===== src/shared/psc_defines.svh =====
// Constants of the positioning sequence controller: offsets, fields, resets, timing.
// Assumes inclusion by bare name from the package and the design file.
`ifndef PSC_DEFINES_SVH
`define PSC_DEFINES_SVH
// Register word offsets (byte address = 4 * index)
`define PSC_REG_CTRL 4'h0
`define PSC_REG_TARGET 4'h1
`define PSC_REG_ACTUAL 4'h2
`define PSC_REG_LOOP 4'h3
`define PSC_REG_STATUS 4'h4
`define PSC_REG_SPD_POS 4'h5
`define PSC_REG_SPD_MAN 4'h6
`define PSC_REG_ACCEL 4'h7
`define PSC_REG_DECEL 4'h8
`define PSC_REG_TORQUE 4'h9
`define PSC_REG_START_T 4'hA
`define PSC_REG_WINDOW 4'hB
`define PSC_REG_LIMITS 4'hC
`define PSC_REG_DRIVE 4'hD
// Control word bits
`define PSC_C_XFER 2
`define PSC_C_RELEASE 4
`define PSC_C_NOLOOP 6
`define PSC_C_JOG_UP 8
`define PSC_C_JOG_DN 9
`define PSC_C_STOP 10
`define PSC_C_READJ 11
`define PSC_C_ACK 14
// Status word bits
`define PSC_S_REACHED 0
`define PSC_S_POWER 4
`define PSC_S_ABORTED 5
`define PSC_S_ENC_ERR 9
`define PSC_S_POS_ERR 10
`define PSC_S_DISPL 11
`define PSC_S_NOPWR 13
// Reset values
`define PSC_RST_LOOP 32'hFFFFFF06
`define PSC_RST_ACTUAL 32'h0000C800
`define PSC_RST_UPPER 32'h00018B50
`define PSC_RST_LOWER 32'h000004B0
`define PSC_RST_WINDOW 16'h0004
`define PSC_RST_SPD 16'h1000
`define PSC_RST_ACC 16'h0010
`define PSC_RST_DEC_MAX 16'hFFFF
`define PSC_RST_START_MS 16'h0064
`define PSC_RST_BLOCK_PCT 7'h1E
// Timing
`define PSC_CLK_HZ 40000000
`define PSC_BLOCK_MS 200
`define PSC_MS_CYCLES (`PSC_CLK_HZ / 1000)
`endif


===== src/shared/psc_pkg.sv =====
// Types of the positioning sequence controller.
// Assumes psc_defines.svh is reachable on the include path.
`include "psc_defines.svh"
package psc_pkg;
  typedef enum logic [2:0] {
    PSC_IDLE = 3'h0,
    PSC_PRE = 3'h1,
    PSC_FINAL = 3'h3,
    PSC_HOLD = 3'h2,
    PSC_READJ = 3'h6,
    PSC_JOG = 3'h7
  } psc_state_t;
  typedef struct packed {
    logic [31:0] setpoint;
    logic [15:0] speed;
    logic [15:0] accel;
    logic [15:0] decel;
    logic [15:0] torque;
  } psc_drive_t;
endpackage : psc_pkg


===== src/hdl/psc_core.sv =====
// Positioning sequence controller: loop approach, speeds, torques, blocking, readjust.
// Assumes an Avalon-MM master, a motion stage that follows drive_cmd and reports
// speed, encoder position and motor power synchronously to core_clk.
// How it works
// - Target against loop direction: overshoot by loop length, then final approach.
// - Forward loop, target above actual: go straight to it.
// - Forward loop, target below: reverse to target minus loop, then forward.
// - Target slightly ahead after loopless move: back off so final travel is loop length.
// - At target compare with absolute encoder; mismatch sets status bit 9.
// - Loop length resets to minus 250, forward approach.
// - Refuse upper limit target with positive loop, lower with negative.
// - No-loop mode approaches every target directly.
// - Manual speed for jog, positioning speed for runs; accel and decel limits.
// - Deceleration shrinks progressively during final approach.
// - Stop brakes at maximum deceleration, ignoring the decel setting.
// - Starting torque for start time after each start, then driving torque.
// - Slow beyond blocking time aborts, sets position error, holds torque.
// - After blocking, new target value starts a new run directly.
// - Same target again: release rising edge with transfer bit starts run.
// - Pushed against loop at standstill with readjust: drive back, set bit 0.
// - Pushed along loop: no readjust, set bit 11, clear bit 0.
// - Zero loop length readjusts in both directions.
// - Readjust starts on leaving window; no power sets bits 10, 13, no retry.
// - After release abort, no readjust until a later run succeeds.
// - Commands only inside 250 of 256 measured rotations; jog stops at the limits, run targets are not range-checked.
// - Factory state: actual 51200, upper 101200, lower 1200.
// - Release cleared during run aborts it and sets status bit 5.
`timescale 1ns/100ps
`include "psc_defines.svh"
module psc_core #(
  parameter int BLOCK_CYCLES = `PSC_BLOCK_MS * `PSC_MS_CYCLES,
  parameter int MS_CYCLES = `PSC_MS_CYCLES
) (
  input wire logic core_clk,
  input wire logic rst_b,
  input wire logic [3:0] avs_address,
  input wire logic avs_read,
  input wire logic avs_write,
  input wire logic [31:0] avs_writedata,
  input wire logic [3:0] avs_byteenable,
  output logic [31:0] avs_readdata,
  output logic avs_waitrequest,
  input wire logic [31:0] enc_pos,
  input wire logic [15:0] speed_fb,
  input wire logic power_ok,
  input wire logic at_setpoint,
  output psc_pkg::psc_drive_t drive_cmd,
  output logic drive_run,
  output logic drive_hold
);
  logic [15:0] ctrl;
  logic [31:0] target;
  logic [31:0] loop_len;
  logic [15:0] status;
  logic [15:0] spd_pos;
  logic [15:0] spd_man;
  logic [15:0] acc_max;
  logic [15:0] dec_max;
  logic [15:0] tq_start;
  logic [15:0] tq_drive;
  logic [15:0] tq_hold;
  logic [15:0] start_ms;
  logic [15:0] pos_window;
  logic [31:0] upper_lim;
  logic [31:0] lower_lim;
  logic [31:0] actual;
  logic [31:0] last_target;
  logic [6:0] block_pct;
  psc_pkg::psc_state_t state;
  logic prev_release;
  logic prev_ack;
  logic new_target;
  logic last_looped;
  logic readj_ok;
  logic readj_dead;
  logic [31:0] start_cnt;
  logic [31:0] block_cnt;
  logic [15:0] dec_now;
  logic wr_go;
  logic [31:0] delta;
  logic loop_fwd;
  logic release_b;
  logic rel_rise;
  logic run_req;
  logic limit_bad;
  logic slow;
  logic out_window;
  logic displ_against;

  // Signed difference used for direction and window tests
  function automatic logic [31:0] diff(input logic [31:0] a, input logic [31:0] b);
    diff = a - b;
  endfunction : diff

  // Magnitude of a signed word
  function automatic logic [31:0] mag(input logic [31:0] a);
    mag = a[31] ? (32'h0 - a) : a;
  endfunction : mag

  // Byte lane merge for partial writes
  function automatic logic [31:0] merge(input logic [31:0] old, input logic [31:0] nw,
                                        input logic [3:0] be);
    for (int i = 0; i < 4; i++) begin
      merge[i*8 +: 8] = be[i] ? nw[i*8 +: 8] : old[i*8 +: 8];
    end
  endfunction : merge

  // Decoded conditions
  assign release_b = ctrl[`PSC_C_RELEASE];
  assign rel_rise = release_b & ~prev_release;
  assign loop_fwd = loop_len[31]; // Negative loop means forward approach
  assign delta = diff(target, actual);
  assign limit_bad = ((target == upper_lim) && !loop_len[31] && (loop_len != 32'h0)) ||
                     ((target == lower_lim) && loop_len[31]);
  assign slow = ({16'h0, speed_fb} * 32'd100) < ({16'h0, drive_cmd.speed} * {25'h0, block_pct});
  assign out_window = mag(diff(actual, last_target)) > {16'h0, pos_window};
  // Displacement against loop direction or any with zero loop
  assign displ_against = (loop_len == 32'h0) ? 1'b1 :
                         (loop_fwd ? diff(actual, last_target) >= 32'h8000_0000
                                   : diff(actual, last_target) < 32'h8000_0000);
  assign run_req = release_b && (new_target || (rel_rise && ctrl[`PSC_C_XFER]));

  // Bus slave: one wait cycle on every access
  always_ff @(posedge core_clk) begin
    if (!rst_b) begin
      avs_waitrequest <= 1'b1;
    end else begin
      if ((avs_read || avs_write) && avs_waitrequest) begin
        avs_waitrequest <= 1'b0;
      end else begin
        avs_waitrequest <= 1'b1;
      end
    end
  end
  assign wr_go = avs_write && !avs_waitrequest;

  // Read data mux, unmapped words read zero
  always_ff @(posedge core_clk) begin
    if (!rst_b) begin
      avs_readdata <= 32'h0;
    end else if (avs_read && avs_waitrequest) begin
      case (avs_address)
        `PSC_REG_CTRL: avs_readdata <= {16'h0, ctrl};
        `PSC_REG_TARGET: avs_readdata <= target;
        `PSC_REG_ACTUAL: avs_readdata <= actual;
        `PSC_REG_LOOP: avs_readdata <= loop_len;
        `PSC_REG_STATUS: avs_readdata <= {16'h0, status};
        `PSC_REG_SPD_POS: avs_readdata <= {16'h0, spd_pos};
        `PSC_REG_SPD_MAN: avs_readdata <= {16'h0, spd_man};
        `PSC_REG_ACCEL: avs_readdata <= {dec_max, acc_max};
        `PSC_REG_TORQUE: avs_readdata <= {tq_drive, tq_start};
        `PSC_REG_START_T: avs_readdata <= {tq_hold, start_ms};
        `PSC_REG_WINDOW: avs_readdata <= {9'h0, block_pct, pos_window};
        `PSC_REG_LIMITS: avs_readdata <= upper_lim;
        `PSC_REG_DRIVE: avs_readdata <= lower_lim;
        default: avs_readdata <= 32'h0;
      endcase
    end
  end

  // Parameter registers; limits hold the 250-rotation command range
  always_ff @(posedge core_clk) begin
    if (!rst_b) begin
      ctrl <= 16'h0;
      loop_len <= `PSC_RST_LOOP;
      spd_pos <= `PSC_RST_SPD;
      spd_man <= `PSC_RST_SPD;
      acc_max <= `PSC_RST_ACC;
      dec_max <= `PSC_RST_ACC;
      tq_start <= 16'h0;
      tq_drive <= 16'h0;
      tq_hold <= 16'h0;
      start_ms <= `PSC_RST_START_MS;
      pos_window <= `PSC_RST_WINDOW;
      block_pct <= `PSC_RST_BLOCK_PCT;
      upper_lim <= `PSC_RST_UPPER;
      lower_lim <= `PSC_RST_LOWER;
    end else if (wr_go) begin
      case (avs_address)
        `PSC_REG_CTRL: ctrl <= 16'(merge({16'h0, ctrl}, avs_writedata, avs_byteenable));
        `PSC_REG_LOOP: loop_len <= merge(loop_len, avs_writedata, avs_byteenable);
        `PSC_REG_SPD_POS: spd_pos <= avs_writedata[15:0];
        `PSC_REG_SPD_MAN: spd_man <= avs_writedata[15:0];
        `PSC_REG_ACCEL: {dec_max, acc_max} <= avs_writedata;
        `PSC_REG_TORQUE: {tq_drive, tq_start} <= avs_writedata;
        `PSC_REG_START_T: {tq_hold, start_ms} <= avs_writedata;
        `PSC_REG_WINDOW: {block_pct, pos_window} <= avs_writedata[22:0];
        `PSC_REG_LIMITS: upper_lim <= avs_writedata;
        `PSC_REG_DRIVE: lower_lim <= avs_writedata;
        default: ;
      endcase
    end
  end

  // Target register; a changed value flags a new run
  always_ff @(posedge core_clk) begin
    if (!rst_b) begin
      target <= `PSC_RST_ACTUAL;
      new_target <= 1'b0;
    end else begin
      new_target <= 1'b0;
      if (wr_go && avs_address == `PSC_REG_TARGET) begin
        target <= avs_writedata;
        new_target <= (avs_writedata != target);
      end
    end
  end

  // Actual position follows the encoder
  always_ff @(posedge core_clk) begin
    if (!rst_b) begin
      actual <= `PSC_RST_ACTUAL;
      prev_release <= 1'b0;
      prev_ack <= 1'b0;
    end else begin
      actual <= enc_pos;
      prev_release <= release_b;
      prev_ack <= ctrl[`PSC_C_ACK];
    end
  end

  // Sequencer: choose pre-move setpoint, final approach, hold and readjust
  always_ff @(posedge core_clk) begin
    if (!rst_b) begin
      state <= psc_pkg::PSC_IDLE;
      drive_cmd <= '0;
      drive_run <= 1'b0;
      drive_hold <= 1'b0;
      last_looped <= 1'b0;
      last_target <= `PSC_RST_ACTUAL;
      start_cnt <= 32'h0;
      block_cnt <= 32'h0;
    end else begin
      case (state)
        psc_pkg::PSC_IDLE, psc_pkg::PSC_HOLD: begin
          drive_run <= 1'b0;
          if (run_req && !limit_bad) begin
            drive_cmd.speed <= spd_pos;
            drive_cmd.accel <= acc_max;
            drive_cmd.decel <= dec_max;
            drive_cmd.torque <= tq_start;
            start_cnt <= 32'h0;
            block_cnt <= 32'h0;
            drive_run <= 1'b1;
            drive_hold <= 1'b0;
            last_target <= target;
            if (ctrl[`PSC_C_NOLOOP] || loop_len == 32'h0) begin
              drive_cmd.setpoint <= target;
              last_looped <= 1'b0;
              state <= psc_pkg::PSC_FINAL;
            end else if ((loop_fwd ? delta[31] : !delta[31] && delta != 32'h0)) begin
              drive_cmd.setpoint <= target + loop_len;
              last_looped <= 1'b1;
              state <= psc_pkg::PSC_PRE;
            end else if (!last_looped && mag(delta) < mag(loop_len)) begin
              drive_cmd.setpoint <= target + loop_len;
              last_looped <= 1'b1;
              state <= psc_pkg::PSC_PRE;
            end else begin
              drive_cmd.setpoint <= target;
              last_looped <= 1'b1;
              state <= psc_pkg::PSC_FINAL;
            end
          end else if (release_b && (ctrl[`PSC_C_JOG_UP] || ctrl[`PSC_C_JOG_DN])) begin
            drive_cmd.speed <= spd_man;
            drive_cmd.accel <= acc_max;
            drive_cmd.decel <= dec_max;
            drive_cmd.torque <= tq_start;
            drive_cmd.setpoint <= ctrl[`PSC_C_JOG_UP] ? upper_lim : lower_lim;
            start_cnt <= 32'h0;
            block_cnt <= 32'h0;
            drive_run <= 1'b1;
            last_looped <= 1'b0;
            state <= psc_pkg::PSC_JOG;
          end else if (state == psc_pkg::PSC_HOLD && readj_ok && !readj_dead && release_b &&
                       ctrl[`PSC_C_READJ] && out_window && displ_against && power_ok) begin
            drive_cmd.setpoint <= last_target;
            drive_cmd.torque <= tq_start;
            start_cnt <= 32'h0;
            block_cnt <= 32'h0;
            drive_run <= 1'b1;
            state <= psc_pkg::PSC_READJ;
          end
        end
        psc_pkg::PSC_PRE, psc_pkg::PSC_FINAL, psc_pkg::PSC_READJ, psc_pkg::PSC_JOG: begin
          start_cnt <= start_cnt + 32'h1;
          if (start_cnt >= {16'h0, start_ms} * MS_CYCLES) begin
            drive_cmd.torque <= tq_drive;
          end
          block_cnt <= slow ? block_cnt + 32'h1 : 32'h0;
          // Taper deceleration near the destination
          if (mag(diff(drive_cmd.setpoint, actual)) < {16'h0, pos_window} * 32'd4 &&
              drive_cmd.decel > 16'h1) begin
            drive_cmd.decel <= drive_cmd.decel >> 1;
          end
          if (ctrl[`PSC_C_STOP]) begin
            drive_cmd.decel <= `PSC_RST_DEC_MAX;
            drive_cmd.setpoint <= actual;
            drive_run <= 1'b0;
            state <= psc_pkg::PSC_IDLE;
          end else if (!release_b) begin
            drive_run <= 1'b0;
            state <= psc_pkg::PSC_IDLE;
          end else if (block_cnt >= BLOCK_CYCLES) begin
            drive_run <= 1'b0;
            drive_hold <= 1'b1;
            drive_cmd.torque <= tq_hold;
            state <= psc_pkg::PSC_IDLE;
          end else if (state == psc_pkg::PSC_JOG) begin
            if (!ctrl[`PSC_C_JOG_UP] && !ctrl[`PSC_C_JOG_DN]) begin
              drive_run <= 1'b0;
              state <= psc_pkg::PSC_IDLE;
            end
          end else if (at_setpoint) begin
            if (state == psc_pkg::PSC_PRE) begin
              drive_cmd.setpoint <= last_target;
              drive_cmd.decel <= dec_max;
              state <= psc_pkg::PSC_FINAL;
            end else begin
              drive_run <= 1'b0;
              state <= psc_pkg::PSC_HOLD;
            end
          end
        end
        default: state <= psc_pkg::PSC_IDLE;
      endcase
    end
  end

  // Status word and readjust permission
  always_ff @(posedge core_clk) begin
    if (!rst_b) begin
      status <= 16'h0;
      readj_ok <= 1'b0;
      readj_dead <= 1'b0;
    end else begin
      status[`PSC_S_POWER] <= power_ok;
      if (ctrl[`PSC_C_ACK] && !prev_ack) begin
        status[`PSC_S_ABORTED] <= 1'b0;
        status[`PSC_S_POS_ERR] <= 1'b0;
        status[`PSC_S_DISPL] <= 1'b0;
        status[`PSC_S_NOPWR] <= 1'b0;
      end
      if (state == psc_pkg::PSC_IDLE || state == psc_pkg::PSC_HOLD) begin
        if (run_req) begin
          status[`PSC_S_REACHED] <= 1'b0;
          readj_dead <= 1'b0;
        end
      end
      if (drive_run && (state != psc_pkg::PSC_IDLE)) begin
        if (!release_b && !ctrl[`PSC_C_STOP]) begin
          status[`PSC_S_ABORTED] <= 1'b1;
          readj_ok <= 1'b0;
        end else if (block_cnt >= BLOCK_CYCLES) begin
          status[`PSC_S_POS_ERR] <= 1'b1;
        end else if (at_setpoint && state != psc_pkg::PSC_PRE &&
                     state != psc_pkg::PSC_JOG) begin
          status[`PSC_S_REACHED] <= 1'b1;
          status[`PSC_S_ENC_ERR] <= (enc_pos != drive_cmd.setpoint);
          readj_ok <= 1'b1;
        end
      end
      if (state == psc_pkg::PSC_HOLD && out_window && readj_ok && !readj_dead) begin
        if (!displ_against) begin
          status[`PSC_S_DISPL] <= 1'b1;
          status[`PSC_S_REACHED] <= 1'b0;
        end else if (release_b && ctrl[`PSC_C_READJ] && !power_ok) begin
          status[`PSC_S_POS_ERR] <= 1'b1;
          status[`PSC_S_NOPWR] <= 1'b1;
          readj_dead <= 1'b1;
        end
      end
    end
  end

  // Blocking that reaches the full blocking time aborts the run in the next cycle
  block_abort_a: assert property (@(posedge core_clk) disable iff (!rst_b)
    (drive_run && block_cnt >= BLOCK_CYCLES && release_b && !ctrl[`PSC_C_STOP]) |=>
    (!drive_run && drive_hold && status[`PSC_S_POS_ERR]))
    else $error("blocking did not abort the run");

  // Release dropped mid run sets the abort flag
  release_abort_a: assert property (@(posedge core_clk) disable iff (!rst_b)
    (drive_run && state != psc_pkg::PSC_IDLE && !release_b && !ctrl[`PSC_C_STOP]) |=>
    (status[`PSC_S_ABORTED] && !drive_run))
    else $error("release abort not flagged");

  // Stop selects the hardest braking
  stop_brake_a: assert property (@(posedge core_clk) disable iff (!rst_b)
    (drive_run && ctrl[`PSC_C_STOP]) |=> (drive_cmd.decel == `PSC_RST_DEC_MAX))
    else $error("stop did not use maximum deceleration");

  // Run start always begins with the starting torque
  start_torque_a: assert property (@(posedge core_clk) disable iff (!rst_b)
    $rose(drive_run) |-> (drive_cmd.torque == tq_start))
    else $error("run started without starting torque");

  // Pre-move lands one loop length beyond target
  pre_setpoint_a: assert property (@(posedge core_clk) disable iff (!rst_b)
    (state == psc_pkg::PSC_PRE && $changed(state)) |->
    (drive_cmd.setpoint == last_target + loop_len))
    else $error("overshoot setpoint wrong");

  // No-loop mode never enters the pre-move
  no_loop_a: assert property (@(posedge core_clk) disable iff (!rst_b)
    ((state == psc_pkg::PSC_IDLE || state == psc_pkg::PSC_HOLD) && run_req &&
     ctrl[`PSC_C_NOLOOP] && !limit_bad) |=>
    (state == psc_pkg::PSC_FINAL))
    else $error("no-loop run took a loop");

  // Limit targets refused with the wrong loop sign
  limit_refuse_a: assert property (@(posedge core_clk) disable iff (!rst_b)
    ((state == psc_pkg::PSC_IDLE || state == psc_pkg::PSC_HOLD) && limit_bad &&
     !ctrl[`PSC_C_JOG_UP] && !ctrl[`PSC_C_JOG_DN] && !ctrl[`PSC_C_READJ]) |=> !$rose(drive_run))
    else $error("limit target accepted");

  // Displacement along the loop direction flags and does not move
  displ_flag_a: assert property (@(posedge core_clk) disable iff (!rst_b)
    (state == psc_pkg::PSC_HOLD && out_window && readj_ok && !readj_dead && !displ_against &&
     !run_req && !ctrl[`PSC_C_JOG_UP] && !ctrl[`PSC_C_JOG_DN]) |=>
    (status[`PSC_S_DISPL] && !status[`PSC_S_REACHED] && state == psc_pkg::PSC_HOLD))
    else $error("displacement handling wrong");
endmodule : psc_core


===== config.mk =====
export PLATFORM = sky130hd
export DESIGN_NAME = psc_core
export DESIGN_NICKNAME = d
export VERILOG_FILES = /design/src/shared/psc_pkg.sv /design/src/hdl/psc_core.sv
export VERILOG_INCLUDE_DIRS = /design/src /design/src/shared
export SDC_FILE = /design/constraint.sdc
export NUM_CORES = 2
export LEC_CHECK = 0
export BUFFER_PORTS_ARGS = -buffer_cell sky130_fd_sc_hd__clkbuf_2
export CAP_MARGIN = 20
export CORE_UTILIZATION = 26
export CTS_CLUSTER_SIZE = 30
export DETAILED_ROUTE_END_ITERATION = 10
export PLACE_DENSITY_LB_ADDON = 0.3
export SLEW_MARGIN = 30
export SYNTH_ARGS = -nofsm -noshare
export SYNTH_HDL_FRONTEND = slang
export SYNTH_SLANG_ARGS = --single-unit

===== constraint.sdc =====
create_clock -name core_clk -period 7.7 [get_ports core_clk]
set_input_delay 1.54 -clock core_clk [delete_from_list [all_inputs] [get_ports core_clk]]
set_output_delay 1.54 -clock core_clk [all_outputs]
set_load 0.05 [all_outputs]

-- Word level (Yosys, flattened, before mapping)
Cells that the tools add are included.
- register bits after elaboration: 570
- input bits: 94
- word-level logic and storage cells: 300
- $add $sub $neg: 10
- multipliers: 3
- magnitude comparators: 9
- equal/unequal tests: 38
- muxes and demuxes: 109
- bitwise gates (word level): 4
- reductions and logical operators: 86
- operator list (kind ; number):
    32-bit two-way mux ; 21
    32-bit case mux with 13 select lines ; 1
    32-bit case mux with 2 select lines ; 4
    16-bit two-way mux ; 11
    1-bit by 32-bit subtractor with 32-bit output (first input constant) ; 4
    96-bit two-way mux ; 1
    32-bit subtractor ; 3
    32-bit by 1-bit adder with 32-bit output (second input constant) ; 2
    32-bit equality test ; 2
    32-bit inequality test ; 2
    32-bit nonzero test ; 2
    1-bit two-way mux ; 51
    48-bit two-way mux ; 1
    32-bit adder ; 1
    32-bit by 23-bit >= comparator with 1-bit output (second input constant) ; 1
    32-bit >= comparator ; 1
    32-bit >= comparator (second input constant) ; 1
    32-bit by 16-bit > comparator with 1-bit output ; 1
    1-bit logical AND ; 32
    32-bit zero test ; 1
    32-bit by 18-bit less-than comparator with 1-bit output ; 1
    32-bit less-than comparator ; 1
    32-bit less-than comparator (second input constant) ; 1
    3-bit two-way mux ; 9
    36 further kinds ; 104

-- Longest topological paths before layout
- depth in word-level cells: 13
- mapped depth: 38
- mapped depth without buffers: 36

-- Least setup slack after synthesis
No wires, ideal clock.
- path kind: reg-to-reg
- from: register drive_cmd[48] in the netlist's numbering
- to: register block_cnt[23]
- library setup time: 0.091 ns
- arrival: 6.966 ns
- required time: 7.609 ns
- setup slack: 0.643 ns
- cell stages (with the launch flop): 33
- clock period less this slack: 7.057 ns
- cells stage by stage: dfxtp_1 nand2_1 fa_1 fa_1 fa_1 inv_1 fa_1 ha_1 a21boi_0 o21ai_0 a21oi_1 o21ai_0 a21boi_0 o21a_1 o21ai_0 nand2b_1 a31o_2 a21oi_1 xor2_1 ha_1 a21o_1 a21oi_1 nor2b_1 o21ai_0 nand2b_1 a21oi_1 nor2b_1 o21ai_0 o211a_1 clkbuf_1 clkbuf_1 a21oi_1 a311oi_1
- longest elaborated chain between the ends: 4
- ends and longest elaborated chain (element ; line ; RTL):
    start: declaration ; psc_core.sv:47 ; output psc_pkg::psc_drive_t drive_cmd,
    16-bit by 7-bit multiplier with 23-bit output ; psc_core.sv:115 ; assign slow = ({16'h0, speed_fb} * 32'd100) < ({16'h0, drive_cmd.speed} * {25'h0, block_pct});
    23-bit less-than comparator ; psc_core.sv:115 ;
    32-bit two-way mux ; psc_core.sv:290 ; block_cnt <= slow ? block_cnt + 32'h1 : 32'h0;
    32-bit case mux with 2 select lines ; psc_core.sv:234 ; case (state)
    end signal: assignment ; psc_core.sv:290 ;
    end: declaration ; psc_core.sv:77 ; logic [31:0] block_cnt;
Every way passes these cells.
A chain may end at the register's enable or synchronous reset.

-- Worst setup path in the final report
- from: register start_ms[5]
- to: register drive_cmd[6] in the netlist's numbering
- longest elaborated chain between the ends: 7
- ends and longest elaborated chain (element ; line ; RTL):
    start: declaration ; psc_core.sv:62 ; logic [15:0] start_ms;
    start signal: assignment ; psc_core.sv:173 ; start_ms <= `PSC_RST_START_MS;
    start signal: assignment ; psc_core.sv:186 ; `PSC_REG_START_T: {tq_hold, start_ms} <= avs_writedata;
    16-bit by 10-bit multiplier with 26-bit output * ; psc_core.sv:287 ; if (start_cnt >= {16'h0, start_ms} * MS_CYCLES) begin
    32-bit >= comparator * ; psc_core.sv:287 ;
    16-bit two-way mux * ; psc_core.sv:287 ;
    16-bit two-way mux ; psc_core.sv:304 ; end else if (block_cnt >= BLOCK_CYCLES) begin
    32-bit two-way mux ; psc_core.sv:301 ; end else if (!release_b) begin
    16-bit two-way mux * ; psc_core.sv:296 ; if (ctrl[`PSC_C_STOP]) begin
    32-bit case mux with 2 select lines * ; psc_core.sv:234 ;
Every way passes the cells marked *; elsewhere a longest branch is shown, timed or not.

==> results.txt <==
Die area -> 184500 sq um
CORE AREA -> 181100 sq um
Post-Syn Instances -> 6183
Worst-Margin Slew -> 1.069 ns
Leakage -> 22.02 nW
Post-synth ARST share -> 0
DRC -> 0
Final period util -> 0.9302
Post-Syn Area -> 47520 sq um
Initial core utilization -> 0.2624
Final Max Tran Viols -> 0
Die Height -> 429.5 um
Max clock buf depth -> 3
Slew margin rel. -> 0.2869
DR vias/cell -> 5.499
DRT Pass-1 Iters -> 8
GPL Wtd Cong -> 0.9653
Max incr delay on CP -> 0.52 ns
CTS sink cnt -> 570
Critical path class -> reg2reg
Mean Syn Cell Area -> 7.686 sq um
Total CTS buffers -> 70
Status -> finished, final reports clean
Most frequent cells in the layout -> 1046 x nand2_1, 562 x dfxtp_1, 539 x a21oi_1, 414 x inv_1, 404 x ha_1
Critical-path top delay cell -> fa_1
WL/cell -> 25.29 um
Die width -> 429.5 um
Most common cell after layout, fill and taps aside -> nand2_1
Crit path max-delay family -> adder cells
Vias in the first global route -> 44690
Yosys reg bits -> 570
Layout cell share with drive strength beyond 1 -> 0.1082
Final min period -> 7.162 ns
Post-synthesis net count -> 6800
Critical Path End Type -> flip-flop
CP startpoint kind -> flip-flop
Hold Path Class -> reg2reg
Worst hold slack -> 0.4550 ns
Grt total ovfl -> 0
Critical path fanouts, max -> 16
Initial antenna violation count -> 32
Power Density -> 147.4 nW/um^2
Max-capacitance violation count -> 0
Root Buffer -> clkbuf_16
Most used cell, CP -> inv_1
RSZ-0062 raised after global routing -> no
Clk_skew -> 0.03415 ns
Worst path buffer plus inverter count -> 8
Synth unique cells -> 104
Arr. time, crit path -> 7.77 ns
Detailed router's first-iteration violation count -> 5052
Fmax -> 139.6 MHz
Layout area overhead -> 14.25%
Maximum vdd drop -> 0.0001283 V
GRT Util Overall -> 0.2308
Ys Warns -> 0
Final ANT Viol Nets -> 0
Post-synth EDFFs -> 0
Largest net degree at the start of global routing -> 136
CTS tree -> done
H-tree levels -> 3
Fin Setup TNS -> 0 ns
Register area share after synthesis -> 0.2401
Via Count -> 48010
First-pass GRT wire length -> 316.9 mm
Hold Vio Cnt, Final -> 0
Finish-stage setup viols -> 0
Number of I/O port buffers -> 224
Worst-Skew Late Latency -> 0.68 ns
HPWL after DPL -> 171.0 mm
WL final -> 220.8 mm
Nets -> 6918
# rows -> 156
Ys flop type -> dfxtp_1
IO Pins -> 225
Required time worst endpoint -> 8.31 ns
Fill cell count -> 19500
Clk slew on worst S/H paths -> 0.06 ns
==> through the flow <==
| step | util | power (mW) | setup slack (ns) | cells | area [sq um] |
|---|---|---|---|---|---|
| after global routing | 0.2997 | 8.304 | 0.01221 | 8727 | 54280 |
| after floorplan | - | 4.129 | 0.6431 | 6183 | 47520 |
| after CTS | 0.2994 | 8.020 | 0.2990 | 8717 | 54220 |
| after global placement | 0.2870 | 4.636 | 0.4024 | 8599 | 51980 |
| after detailed placement | 0.2870 | 4.648 | 0.3412 | 8599 | 51990 |
| final | 0.2997 | 8.003 | 0.5378 | 8730 | 54290 |
==> tightest hold or removal path, delay by kind of cell, from the launching register on <==
kind / cells / cell delay (ns)
AOI/OAI and AO/OA: 1 / 0.05
DFF: 1 / 0.31
and+or+nand+nor: 1 / 0.05
==> layout make-up <==
type | instances | area [sq um] | share of cell area
Timing Repair Buffer | 448 | 2950 | 0.05434
Inverter | 417 | 1573 | 0.02897
Multi-Input combinational cell | 4794 | 33120 | 0.6100
Antenna cell | 13 | 32.53 | 0.0005992
Clock inverter | 20 | 246.5 | 0.004540
Sequential cell | 570 | 11420 | 0.2104
Clock buffer | 98 | 1988 | 0.03662
Tap cell | 2370 | 2965 | 0.05462
==> layer usage <==
layer  track usage  vias up  share of wire
met1        0.2860    23220           0.41
met4        0.1451       28          0.071
met2        0.3698     2106           0.45
met5             0        -        0.00077
met3       0.04014      606          0.072
li1              -    22060              -
==> logic make-up (layout without fill, tap and decap cells) <==
family | Yosys count | in the layout | synth area share
multiplexers | 196 | 196 | 0.04142
flip-flops | 570 | 570 | 0.2401
other | 0 | 13 | 0
adder cells (fa/ha/maj) | 523 | 523 | 0.1565
AND/OR/NAND/NOR | 2146 | 2146 | 0.2116
buffers and inverters | 819 | 983 | 0.06640
XOR/XNOR | 333 | 333 | 0.06137
AO/OA/AOI/OAI | 1596 | 1596 | 0.2226
==> final timing paths <==
check	startpoint	endpoint	slack [ns]	depth (start not counted)
hold / removal	drive_cmd[42]	drive_cmd[42]	0.46	2
setup reg to reg	start_ms[5]	drive_cmd[6]	0.54	38
setup / recovery	start_ms[5]	drive_cmd[6]	0.54	38
hold reg to reg	drive_cmd[42]	drive_cmd[42]	0.46	2
==> where the power goes <==
part           internal, mW  switching, mW  leakage (nW)
combinational         0.608           1.00          16.3
sequential             2.97         0.0347          4.61
clock                  1.94           1.45          1.10
total                  5.51           2.49          22.0
==> flip-flops by register name, indices dropped and copies added (netlist names), 32 cells and up <==
name          count
actual           32
avs_readdata     32
block_cnt        32
drive_cmd        96
last_target      32
loop_len         32
lower_lim        32
start_cnt        32
target           32
upper_lim        32
==> synth_stat cells, types with 41 or more instances <==
library cell	instances	area, sq um
nor2_1	308	1156
o21a_1	66	495.5
fa_1	119	2382
a31oi_1	59	369.1
a21oi_1	540	2703
nand4_1	109	681.9
a221oi_1	76	665.6
o21ai_0	243	1216
nor2b_1	43	269.0
nand2_1	1048	3934
nor3_1	85	425.4
and3_1	52	325.3
clkbuf_1	342	1284
o211ai_1	48	360.4
and2_1	101	631.9
xor2_1	108	945.9
a21o_1	95	713.2
a211oi_1	62	465.5
a22oi_1	67	503.0
ha_1	404	5055
a22o_1	41	359.1
mux2i_1	191	1912
dfxtp_1	570	11410
xnor2_1	225	1971
nand3_1	134	670.6
nand2b_1	46	287.8
inv_1	417	1565
==> timing repair <==
action	4_1_cts	5_1_grt
endpoints found under the setup margin	0	57
buffers inserted	0	0
hold buffers	0	0
gates resized for setup	0	14
Note: power is estimated with default switching activity, not from simulation.
